===== config.mk =====
export PLATFORM = sky130hd
export DESIGN_NAME = adcsb_ctrl
export DESIGN_NICKNAME = d
export VERILOG_FILES = /design/src/adcsb_pkg.sv /design/src/adcsb_ctrl.sv /design/src/adcsb_start_det.sv /design/src/adcsb_result_fmt.sv
export SDC_FILE = /design/constraint.sdc
export NUM_CORES = 1
export LEC_CHECK = 0
export BUFFER_PORTS_ARGS = -buffer_cell sky130_fd_sc_hd__buf_2
export CAP_MARGIN = 20
export CELL_PAD_IN_SITES_DETAIL_PLACEMENT = 0
export CELL_PAD_IN_SITES_GLOBAL_PLACEMENT = 2
export CORE_UTILIZATION = 30
export CTS_CLUSTER_SIZE = 24
export DETAILED_ROUTE_END_ITERATION = 10
export PLACE_DENSITY = 0.75
export SLEW_MARGIN = 10
export SYNTH_ARGS = -nofsm -noshare
export SYNTH_HDL_FRONTEND = slang
export SYNTH_SLANG_ARGS = --single-unit

===== constraint.sdc =====
create_clock -name i_clk -period 2.03 [get_ports i_clk]
set_input_delay 0.406 -clock i_clk [delete_from_list [all_inputs] [get_ports i_clk]]
set_output_delay 0.406 -clock i_clk [all_outputs]
set_load 0.02 [all_outputs]

===== src/adcsb_pkg.sv =====
// constants and types for the converter start, busy and channel control block
// Notes on behaviour
// start bit low-high-low launches one conversion
// busy flag set once start sequence seen
// busy flag cleared when conversion finishes
// busy flag is read-only to software
// enable bit powers converter on or off
// result bytes held while converter disabled
// alignment bit chooses high/low byte split
// twelve-bit result split over two bytes
// codes 0..8 route input n, others float
// control register resets to all zeros
// software enables, selects, starts, then awaits idle
`default_nettype none
package adcsb_pkg;
    localparam int unsigned ADDR_W      = 3;
    localparam int unsigned DATA_W      = 8;
    localparam int unsigned RES_W       = 12;
    localparam int unsigned CHAN_N      = 9;
    // register offsets
    localparam logic [2:0]  OFS_CTRL    = 3'h0;
    localparam logic [2:0]  OFS_RES_HI  = 3'h1;
    localparam logic [2:0]  OFS_RES_LO  = 3'h2;
    localparam logic [2:0]  OFS_IRQ_ST  = 3'h3;
    localparam logic [2:0]  OFS_IRQ_MSK = 3'h4;
    // control field positions
    localparam int unsigned BIT_START   = 7;
    localparam int unsigned BIT_BUSY    = 6;
    localparam int unsigned BIT_ENABLE  = 5;
    localparam int unsigned BIT_ALIGN   = 4;
    localparam int unsigned CHAN_MSB    = 3;
    localparam logic [3:0]  CHAN_MAX    = 4'h8;
    // interrupt status positions
    localparam int unsigned IRQ_DONE    = 0;
    localparam int unsigned IRQ_DROP    = 1;
    localparam int unsigned IRQ_N       = 2;
    // reset values
    localparam logic [7:0]  RST_CTRL    = 8'h00;
    localparam logic [7:0]  RST_BYTE    = 8'h00;
    localparam logic [1:0]  RST_IRQ     = 2'h0;

    typedef enum logic [2:0] {
        ST_IDLE   = 3'b001,
        ST_LAUNCH = 3'b010,
        ST_BUSY   = 3'b100
    } adcsb_state_t;

    // input routing: one-hot for valid codes, none for the rest
    function automatic logic [CHAN_N-1:0] chan_route(input logic [3:0] code);
        logic [CHAN_N-1:0] r;
        r = '0;
        if (code <= CHAN_MAX) begin
            r[code] = 1'b1;
        end
        return r;
    endfunction
endpackage
`default_nettype wire


===== src/adcsb_ctrl.sv =====
// converter control register, busy tracking, channel routing and interrupt
`timescale 1ns/1ps
`default_nettype none
module adcsb_ctrl (
    // clock and reset
    input  wire logic                               i_clk,
    input  wire logic                               i_reset,
    // register port
    input  wire logic [adcsb_pkg::ADDR_W-1:0]       i_addr,
    input  wire logic [adcsb_pkg::DATA_W-1:0]       i_wdata,
    input  wire logic                               i_wr,
    input  wire logic                               i_rd,
    output logic      [adcsb_pkg::DATA_W-1:0]       o_rdata,
    // conversion core
    input  wire logic                               i_conv_done,
    input  wire logic [adcsb_pkg::RES_W-1:0]        i_conv_result,
    output logic                                    o_conv_start,
    output logic                                    o_conv_enable,
    output logic      [adcsb_pkg::CHAN_N-1:0]       o_external_analog_inputs_sel,
    // interrupt
    output logic                                    o_irq
);
    ////////////////////////////////////////////////////////////////////////////
    // control fields
    logic                          start_r;
    logic                          converter_enable_r;
    logic                          result_alignment_select_r;
    logic [3:0]                    external_channel_select_r;
    adcsb_pkg::adcsb_state_t       state_r;
    logic [adcsb_pkg::IRQ_N-1:0]   irq_st_r;
    logic [adcsb_pkg::IRQ_N-1:0]   irq_msk_r;
    logic [7:0]                    result_high_byte;
    logic [7:0]                    result_low_byte;
    logic                          fire;

    ////////////////////////////////////////////////////////////////////////////
    // decode
    wire logic        wr_ctrl  = i_wr & (i_addr == adcsb_pkg::OFS_CTRL);
    wire logic        wr_ist   = i_wr & (i_addr == adcsb_pkg::OFS_IRQ_ST);
    wire logic        wr_msk   = i_wr & (i_addr == adcsb_pkg::OFS_IRQ_MSK);
    wire logic        conversion_busy_flag = (state_r != adcsb_pkg::ST_IDLE);
    wire logic        launch   = fire & converter_enable_r & ~conversion_busy_flag;
    wire logic        dropped  = fire & ~launch;
    wire logic        done_ev  = i_conv_done & (state_r == adcsb_pkg::ST_BUSY);
    wire logic        capture  = done_ev & converter_enable_r;
    wire logic [7:0]  ctrl_rd  = {start_r, conversion_busy_flag, converter_enable_r,
                                  result_alignment_select_r, external_channel_select_r};
    wire logic [adcsb_pkg::IRQ_N-1:0] irq_set = {dropped, done_ev};
    wire logic [adcsb_pkg::IRQ_N-1:0] irq_st_nxt =
        irq_set | (irq_st_r & ~(wr_ist ? i_wdata[adcsb_pkg::IRQ_N-1:0] : '0));
    wire logic [7:0]  rd_mux   =
        (i_addr == adcsb_pkg::OFS_CTRL)    ? ctrl_rd :
        (i_addr == adcsb_pkg::OFS_RES_HI)  ? result_high_byte :
        (i_addr == adcsb_pkg::OFS_RES_LO)  ? result_low_byte :
        (i_addr == adcsb_pkg::OFS_IRQ_ST)  ? {6'h00, irq_st_r} :
        (i_addr == adcsb_pkg::OFS_IRQ_MSK) ? {6'h00, irq_msk_r} : 8'h00;
    wire logic [adcsb_pkg::CHAN_N-1:0] route_nxt =
        adcsb_pkg::chan_route(external_channel_select_r);

    ////////////////////////////////////////////////////////////////////////////
    // state machine next value
    adcsb_pkg::adcsb_state_t state_nxt;
    always_comb begin
        state_nxt = state_r;
        unique case (state_r)
            adcsb_pkg::ST_IDLE: begin
                if (launch) begin
                    state_nxt = adcsb_pkg::ST_LAUNCH;
                end
            end
            adcsb_pkg::ST_LAUNCH: begin
                state_nxt = adcsb_pkg::ST_BUSY;
            end
            adcsb_pkg::ST_BUSY: begin
                if (i_conv_done) begin
                    state_nxt = adcsb_pkg::ST_IDLE;
                end
            end
            default: begin
                state_nxt = adcsb_pkg::ST_IDLE;
            end
        endcase
    end

    ////////////////////////////////////////////////////////////////////////////
    // control register, busy bit excluded from writes
    always_ff @(posedge i_clk or posedge i_reset) begin
        if (i_reset) begin
            start_r                   <= adcsb_pkg::RST_CTRL[7];
            converter_enable_r        <= adcsb_pkg::RST_CTRL[5];
            result_alignment_select_r <= adcsb_pkg::RST_CTRL[4];
            external_channel_select_r <= adcsb_pkg::RST_CTRL[3:0];
        end else if (wr_ctrl) begin
            start_r                   <= i_wdata[adcsb_pkg::BIT_START];
            converter_enable_r        <= i_wdata[adcsb_pkg::BIT_ENABLE];
            result_alignment_select_r <= i_wdata[adcsb_pkg::BIT_ALIGN];
            external_channel_select_r <= i_wdata[adcsb_pkg::CHAN_MSB:0];
        end
    end

    always_ff @(posedge i_clk or posedge i_reset) begin
        if (i_reset) begin
            state_r <= adcsb_pkg::ST_IDLE;
        end else begin
            state_r <= state_nxt;
        end
    end

    ////////////////////////////////////////////////////////////////////////////
    // outputs to the core and interrupt
    always_ff @(posedge i_clk or posedge i_reset) begin
        if (i_reset) begin
            o_conv_start                 <= 1'b0;
            o_conv_enable                <= 1'b0;
            o_external_analog_inputs_sel <= '0;
            irq_st_r                     <= adcsb_pkg::RST_IRQ;
            irq_msk_r                    <= adcsb_pkg::RST_IRQ;
            o_irq                        <= 1'b0;
        end else begin
            o_conv_start                 <= launch;
            o_conv_enable                <= converter_enable_r;
            o_external_analog_inputs_sel <= route_nxt;
            irq_st_r                     <= irq_st_nxt;
            irq_msk_r                    <= wr_msk ? i_wdata[adcsb_pkg::IRQ_N-1:0] : irq_msk_r;
            o_irq                        <= |(irq_st_nxt & (wr_msk ? i_wdata[adcsb_pkg::IRQ_N-1:0] : irq_msk_r));
        end
    end

    // read data stands only in the cycle after the strobe
    always_ff @(posedge i_clk or posedge i_reset) begin
        if (i_reset) begin
            o_rdata <= 8'h00;
        end else begin
            o_rdata <= i_rd ? rd_mux : 8'h00;
        end
    end

    ////////////////////////////////////////////////////////////////////////////
    // submodules
    adcsb_start_det u_start (
        .i_clk       (i_clk),
        .i_reset     (i_reset),
        .i_start_bit (start_r),
        .o_fire      (fire)
    );

    // capture only while enabled
    adcsb_result_fmt #(
        .RES_W (adcsb_pkg::RES_W)
    ) u_fmt (
        .i_clk     (i_clk),
        .i_reset   (i_reset),
        .i_capture (capture),
        .i_align   (result_alignment_select_r),
        .i_result  (i_conv_result),
        .o_high    (result_high_byte),
        .o_low     (result_low_byte)
    );
endmodule
`default_nettype wire


===== src/adcsb_start_det.sv =====
// detector for the low-high-low sequence of the start bit
`timescale 1ns/1ps
`default_nettype none
module adcsb_start_det (
    // clock and reset
    input  wire logic i_clk,
    input  wire logic i_reset,
    // start bit level
    input  wire logic i_start_bit,
    // one-cycle launch pulse
    output logic      o_fire
);
    logic armed_r;
    wire  logic armed_nxt;
    wire  logic fire_nxt;

    assign fire_nxt  = armed_r & ~i_start_bit;
    assign armed_nxt = i_start_bit;

    always_ff @(posedge i_clk or posedge i_reset) begin
        if (i_reset) begin
            armed_r <= 1'b0;
            o_fire  <= 1'b0;
        end else begin
            armed_r <= armed_nxt;
            o_fire  <= fire_nxt;
        end
    end
endmodule
`default_nettype wire


===== src/adcsb_result_fmt.sv =====
// result byte formatter and holding registers
`timescale 1ns/1ps
`default_nettype none
module adcsb_result_fmt #(
    parameter int unsigned RES_W = adcsb_pkg::RES_W
) (
    // clock and reset
    input  wire logic             i_clk,
    input  wire logic             i_reset,
    // capture control
    input  wire logic             i_capture,
    input  wire logic             i_align,
    input  wire logic [RES_W-1:0] i_result,
    // result bytes
    output logic      [7:0]       o_high,
    output logic      [7:0]       o_low
);
    wire logic [7:0] high_nxt;
    wire logic [7:0] low_nxt;


    assign high_nxt = i_align ? {4'h0, i_result[11:8]} : i_result[11:4];
    assign low_nxt  = i_align ? i_result[7:0] : {i_result[3:0], 4'h0};

    always_ff @(posedge i_clk or posedge i_reset) begin
        if (i_reset) begin
            o_high <= adcsb_pkg::RST_BYTE;
            o_low  <= adcsb_pkg::RST_BYTE;
        end else if (i_capture) begin
            o_high <= high_nxt;
            o_low  <= low_nxt;
        end
    end
endmodule
`default_nettype wire


# Word-level counts from Yosys, hierarchy flattened
# Index checks and enable logic that the tools add are counted.
[word_totals] elab_cells=65 reg_bits=52 out_inout_bits=20
[classes] muxes=16 order_cmp=3 reduce_logical=4 eq_ne=10 n_bitwise=16
[op_table] cell="two-way mux 8 bit" n=6
[op_table] cell="AND 1 bit" n=9
[op_table] cell="== test 3 x 2 -> 1 bit, second input constant" n=3
[op_table] cell="two-way mux 9 bit" n=1
[op_table] cell="one-hot mux 3 bit (3 select lines)" n=1
[op_table] cell="two-way mux 2 bit" n=4
[op_table] cell="== test 3 x 1 -> 1 bit, second input constant" n=2
[op_table] cell="== test 3 bit, second input constant" n=2
[op_table] cell="two-way mux 3 bit" n=2
[op_table] cell="less-than comparator 4 x 5 -> 1 bit, second input constant" n=1
[op_table] cell="AND 2 bit" n=2
[op_table] cell="demux 1 bit (select 4 bit)" n=1
[op_table] cell="greater-or-equal comparator 4 x 1 -> 1 bit, second input constant" n=1
[op_table] cell="less-or-equal comparator 4 bit, second input constant" n=1
[op_table] cell="!= test 2 bit, second input constant" n=2
[op_table] cell="zero test 3 bit" n=1
[op_table] cell="!= test 3 x 1 -> 1 bit, second input constant" n=1
[op_table] cell="inverter 1 bit" n=3
[op_table] cell="inverter 2 bit" n=1
[op_table] cell="bitwise OR 2 bit" n=1
[op_table] cell="AND reduction 2 bit" n=1
[op_table] cell="OR reduction 2 bit" n=1
[op_table] cell="logical AND 1 bit" n=1
[op_table] cell="two-way mux 1 bit" n=1

# Depth between registers and ports, before layout
[depth] depth_word=8 mapped_depth=5 ltp_nobuf=4

# By module
# Synthesis repeated with hierarchy kept, for this count alone.
[hier_totals] hier_cells=189 area_unflattened_um2=2230.9
[modules_own_cells] mod="adcsb_ctrl" cells_each=122 n_inst=1 seq_area_each_um2=852.1 area_per_inst_um2=1468.9
[modules_own_cells] mod="adcsb_result_fmt" cells_each=63 n_inst=1 seq_area_each_um2=400.4 area_per_inst_um2=694.4
[modules_own_cells] mod="adcsb_start_det" cells_each=4 n_inst=1 seq_area_each_um2=50.0 area_per_inst_um2=67.6

# Worst setup path before layout
# Ideal clock, no wire load.
[synth_path] path_type="in2reg" start="input port i_addr[1] in the netlist's numbering" end="register o_irq" arrival_time_ns=1.363 path_stages=5 path_buffers=1 setup_slack_ns=0.547 required_ns=1.909 cell_sequence="buf_6 nor2_2 and3_4 mux2_2 a22o_1"
[synth_via] elab_chain_cells=8
[synth_rtl] element="start, declared" line_no="adcsb_ctrl.sv:9" rtl="input wire logic [adcsb_pkg::ADDR_W-1:0] i_addr,"
[synth_rtl] element="== test 3 x 2 -> 1 bit" line_no="adcsb_ctrl.sv:39" rtl="wire logic wr_ist = i_wr & (i_addr == adcsb_pkg::OFS_IRQ_ST);"
[synth_rtl] element="AND 1 bit" line_no="adcsb_ctrl.sv:39"
[synth_rtl] element="two-way mux 2 bit" line_no="adcsb_ctrl.sv:50" rtl="irq_set | (irq_st_r & ~(wr_ist ? i_wdata[adcsb_pkg::IRQ_N-1:0] : '0));"
[synth_rtl] element="inverter 2 bit" line_no="adcsb_ctrl.sv:50"
[synth_rtl] element="AND 2 bit" line_no="adcsb_ctrl.sv:50"
[synth_rtl] element="bitwise OR 2 bit" line_no="adcsb_ctrl.sv:50"
[synth_rtl] element="AND 2 bit *" line_no="adcsb_ctrl.sv:125" rtl="o_irq <= |(irq_st_nxt & (wr_msk ? i_wdata[adcsb_pkg::IRQ_N-1:0] : irq_msk_r));"
[synth_rtl] element="OR reduction 2 bit *" line_no="adcsb_ctrl.sv:125"
[synth_rtl] element="end signal, assigned" line_no="adcsb_ctrl.sv:125"
[synth_rtl] element="end, declared" line_no="adcsb_ctrl.sv:21" rtl="output logic o_irq"
# Every way passes the cells marked *; elsewhere a longest branch is shown, timed or not.
# A chain may end at the register's enable or synchronous reset.

# Worst setup path after layout
[layout_path] start="register state_r[0]" end="register o_irq"
[layout_via] elab_chain_cells=8
[layout_rtl] element="start, declared" line_no="adcsb_ctrl.sv:29" rtl="adcsb_pkg::adcsb_state_t state_r;"
[layout_rtl] element="start signal, assigned" line_no="adcsb_ctrl.sv:103" rtl="state_r <= adcsb_pkg::ST_IDLE;"
[layout_rtl] element="start signal, assigned" line_no="adcsb_ctrl.sv:105" rtl="state_r <= state_nxt;"
[layout_rtl] element="!= test 3 x 1 -> 1 bit" line_no="adcsb_ctrl.sv:41" rtl="wire logic conversion_busy_flag = (state_r != adcsb_pkg::ST_IDLE);"
[layout_rtl] element="inverter 1 bit" line_no="adcsb_ctrl.sv:42" rtl="wire logic launch = fire & converter_enable_r & ~conversion_busy_flag;"
[layout_rtl] element="AND 1 bit" line_no="adcsb_ctrl.sv:42"
[layout_rtl] element="inverter 1 bit" line_no="adcsb_ctrl.sv:43" rtl="wire logic dropped = fire & ~launch;"
[layout_rtl] element="AND 1 bit" line_no="adcsb_ctrl.sv:43"
[layout_rtl] element="bitwise OR 2 bit" line_no="adcsb_ctrl.sv:50"
[layout_rtl] element="named net irq_st_nxt (one bit)" line_no="adcsb_ctrl.sv:49" rtl="wire logic [adcsb_pkg::IRQ_N-1:0] irq_st_nxt ="
[layout_rtl] element="AND 2 bit" line_no="adcsb_ctrl.sv:125"
[layout_rtl] element="OR reduction 2 bit" line_no="adcsb_ctrl.sv:125"
# The timed path passes the listed nets, and every way through them passes these cells.

==> flow_metrics.py <==
metrics = {
    "cts": {
        "clkSinkCount": 52,
        "cts-root-buf": "clkbuf_8",
        "clk_latency_ns": 0.31,
        "cts_hold_buf": 0,
        "cts_buffers": 5,
        "post_cts_resized": 0,
        "clkSlewWorstSetupHoldPaths_ns": 0.09,
        "h-tree-depth": 2,
        "cts_setup_buffers": 0,
        "clock_path_buffers": 2,
        "cts_tree": "yes",
    },
    "yosys": {
        "synth_flop_cell": "dfrtp_1",
        "async_reset_ff_frac": 1.00,
        "yosys_warnings": 0,
        "ys_seq_area_frac": 0.595,
        "synth_edf_count": 0,
        "netlist_instances": 190,
        "ys_ff_latch": 52,
        "ys_types": 34,
        "synth_nets": 218,
        "synth_area_mm2": 0.00219,
        "syn_area_per_cell_um2": 11.5,
    },
    "setup_path": {
        "worstPathMaxFanout": 3,
        "crit_path_start": "state_r[0]",
        "r2r_start": "state_r[0]",
        "arrival_ns": 1.61,
        "worst_setup_path_start_kind": "register",
        "worst_ep_required_time_ns": 2.23,
        "crit_type": "register to register",
        "critPathCaptureType": "register",
    },
    "grt": {
        "grt_pass1_wl_um": 7020,
        "antenna_found_initial": 0,
        "grt_usage": 0.125,
        "grt_pass1_vias": 1385,
        "grt_overflow": 0,
        "grt_max_degree": 33,
    },
    "power_and_ir_drop": {
        "clock_power_share": 0.311,
        "p_switching_mw": 0.624,
        "p_total_mw": 2.36,
        "vdd_ir_drop_max_uv": 313,
        "p_per_area_mw_per_mm2": 889,
        "internal_power_mw": 1.73,
        "seq_power_share": 0.530,
        "power.static_leakage_nw": 1.27,
        "combPwrFrac": 0.160,
        "switching_share": 0.265,
    },
    "run": {
        "drv_cap": 0,
    },
    "sta": {
        "finalCritPeriodShare": 0.694,
        "layout_min_cycle_time_ns": 1.41,
        "rsz0062_at_grt": "no",
        "fmax_ghz": 0.710,
        "finalClockSkew_ns": 0.0126,
        "maxSlewHeadroom": 0.528,
        "hold_viol_final": 0,
        "final-setup-viol-count": 0,
        "worstMarginPinSlew_ns": 0.708,
        "slew_violations": 0,
        "fin_setup_tns_ns": 0,
    },
    "die": {
        "start_util": 0.317,
        "core_mm2": 0.00691,
        "ios": 48,
        "dieWidth_um": 87.4,
        "std_cell_rows": 30,
        "die_area_mm2": 0.00764,
        "die_y_um": 87.4,
    },
    "cells_and_area": {
        "area_growth_syn_to_layout_pct": 21.0,
        "nets": 265,
        "diodes": 0,
        "drive_gt1_frac": 0.324,
        "fin_cells": 334,
    },
    "route": {
        "wire_per_inst_um": 12.8,
        "routed_wl_um": 4280,
        "drc": 0,
        "drtIter0Drc": 69,
        "ant_nets": 0,
        "drtPass1Iterations": 4,
        "via_per_inst": 4.40,
        "vias": 1469,
    },
    "placed_design": {
        "dp_cells": 326,
        "dp_hpwl_um": 3210,
        "gp_congestion": 0.697,
        "port_buffers": 46,
    },
    "min_path": {
        "hold_path.class": "input port to async pin",
    },
    "status": {
        "status": "finished clean",
    },
}
-- worst paths after layout --
| path | end | slack [ns] | depth (start not counted) |
|---|---|---|---|
| max | o_irq | 0.62 | 4 |
| min | irq_st_r[0] | 0.14 | 2 |
| max reg2reg | o_irq | 0.62 | 4 |
| min reg2reg | u_start.armed_r | 0.43 | 0 |
| max in group asynchronous | o_rdata[5] | 1.34 | 3 |
| min in group i_clk | result_alignment_select_r | 0.33 | 2 |
-- cell usage after synthesis (2+ instances only) --
cell type / instances / area (um^2)
nor3_1: 8 / 40.0
clkbuf_1: 4 / 15.0
buf_2: 5 / 25.0
and3_1: 2 / 12.5
inv_1: 3 / 11.3
mux2_2: 8 / 90.1
a21boi_0: 2 / 15.0
a211oi_1: 5 / 37.5
nor2_1: 5 / 18.8
nor3b_1: 2 / 15.0
dfrtp_1: 51 / 1280
a22o_1: 2 / 17.5
a21oi_1: 2 / 10.0
mux2i_1: 8 / 80.1
o21ai_0: 21 / 105
mux4_2: 2 / 45.0
nand3_1: 3 / 15.0
nand2_1: 29 / 109
buf_6: 2 / 22.5
nand2b_1: 9 / 56.3
nor2b_1: 4 / 25.0
-- power by group through the flow --
stage | Combinational, mW | Clock (mW) | Sequential (mW)
final | 0.376 | 0.731 | 1.25
after global routing | 0.420 | 0.792 | 1.27
after CTS | 0.383 | 0.750 | 1.25
after detailed placement | 0.381 | 0 | 1.27
after global placement | 0.380 | 0 | 1.27
after floorplan | 0.241 | 0 | 1.27
-- kinds of logic (layout without fill, tap and decap cells) --
group                  Yosys count  count (layout)  share of synthesized area
and+or+nand+nor                 70              70                      0.172
DFF                             52              52                      0.595
AOI/OAI and AO/OA               35              35                     0.0943
muxes                           19              19                      0.105
buffers and inverters           14              62                     0.0337
-- worst max-delay path, cell delays in order (launching register included) --
cell and delay [ns]:
dfstp_2 0.54, nor3b_1 0.26, nand2_1 0.09, a22o_1 0.25, a22o_1 0.18
-- per-layer routing --
metal	track usage	vias to the layer above	wire length, um
met5	0	-	0
met4	0.0447	0	58
met3	0.0370	4	206
met2	0.187	37	1900
met1	0.171	675	2110
li1	-	753	-
-- per-stage QoR --
stage	hold slack [ns]	util	setup slack, ns	area (um^2)
2_1_floorplan	0.392	-	0.368	2190
3_3_place_gp	0.431	0.366	0.422	2530
3_5_place_dp	0.423	0.366	0.419	2530
4_1_cts	0.158	0.384	0.609	2650
5_1_grt	0.186	0.384	0.488	2650
6_report	0.136	0.384	0.621	2650
-- layout make-up --
class / instances / area, um^2
Multi-Input combinational cell: 124 / 813
Tap cell: 96 / 120
Inverter: 3 / 11.3
Clock inverter: 2 / 38.8
Fill cell: 735 / 4260
Timing Repair Buffer: 51 / 280
Clock buffer: 6 / 82.6
Sequential cell: 52 / 1300
-- cell usage in the layout, fill, tap and decap left out --
master      n
dfrtp_1    51
buf_2      46
nand2_1    29
o21ai_0    21
nand2b_1    9
mux2i_1     8
mux2_2      8
nor3_1      8
clkbuf_8    6
nor2_1      5
a211oi_1    5
nor2b_1     4
buf_4       4
nand3_1     3
inv_1       2
nor3b_1     2
a21oi_1     2
and3_1      2
mux4_2      2
a21boi_0    2
a22o_1      2
and4bb_2    1
nor4b_4     1
or2_2       1
o21bai_1    1
a31oi_1     1
nor2_2      1
and4b_1     1
a21o_1      1
and3_4      1
mux2_4      1
nor4_1      1
nor4b_1     1
inv_2       1
clkinv_4    1
bufinv_16   1
buf_12      1
dfstp_2     1
-- flip-flops by register name, indices dropped and copies added, names as in the netlist, 2 cells and up --
signal	cells
irq_msk_r	2
u_fmt.o_high	8
irq_st_r	2
o_rdata	8
u_fmt.o_low	8
state_r	3
o_external_analog_inputs_sel	9
external_channel_select_r	4
Power figures use the tool's default switching activity.
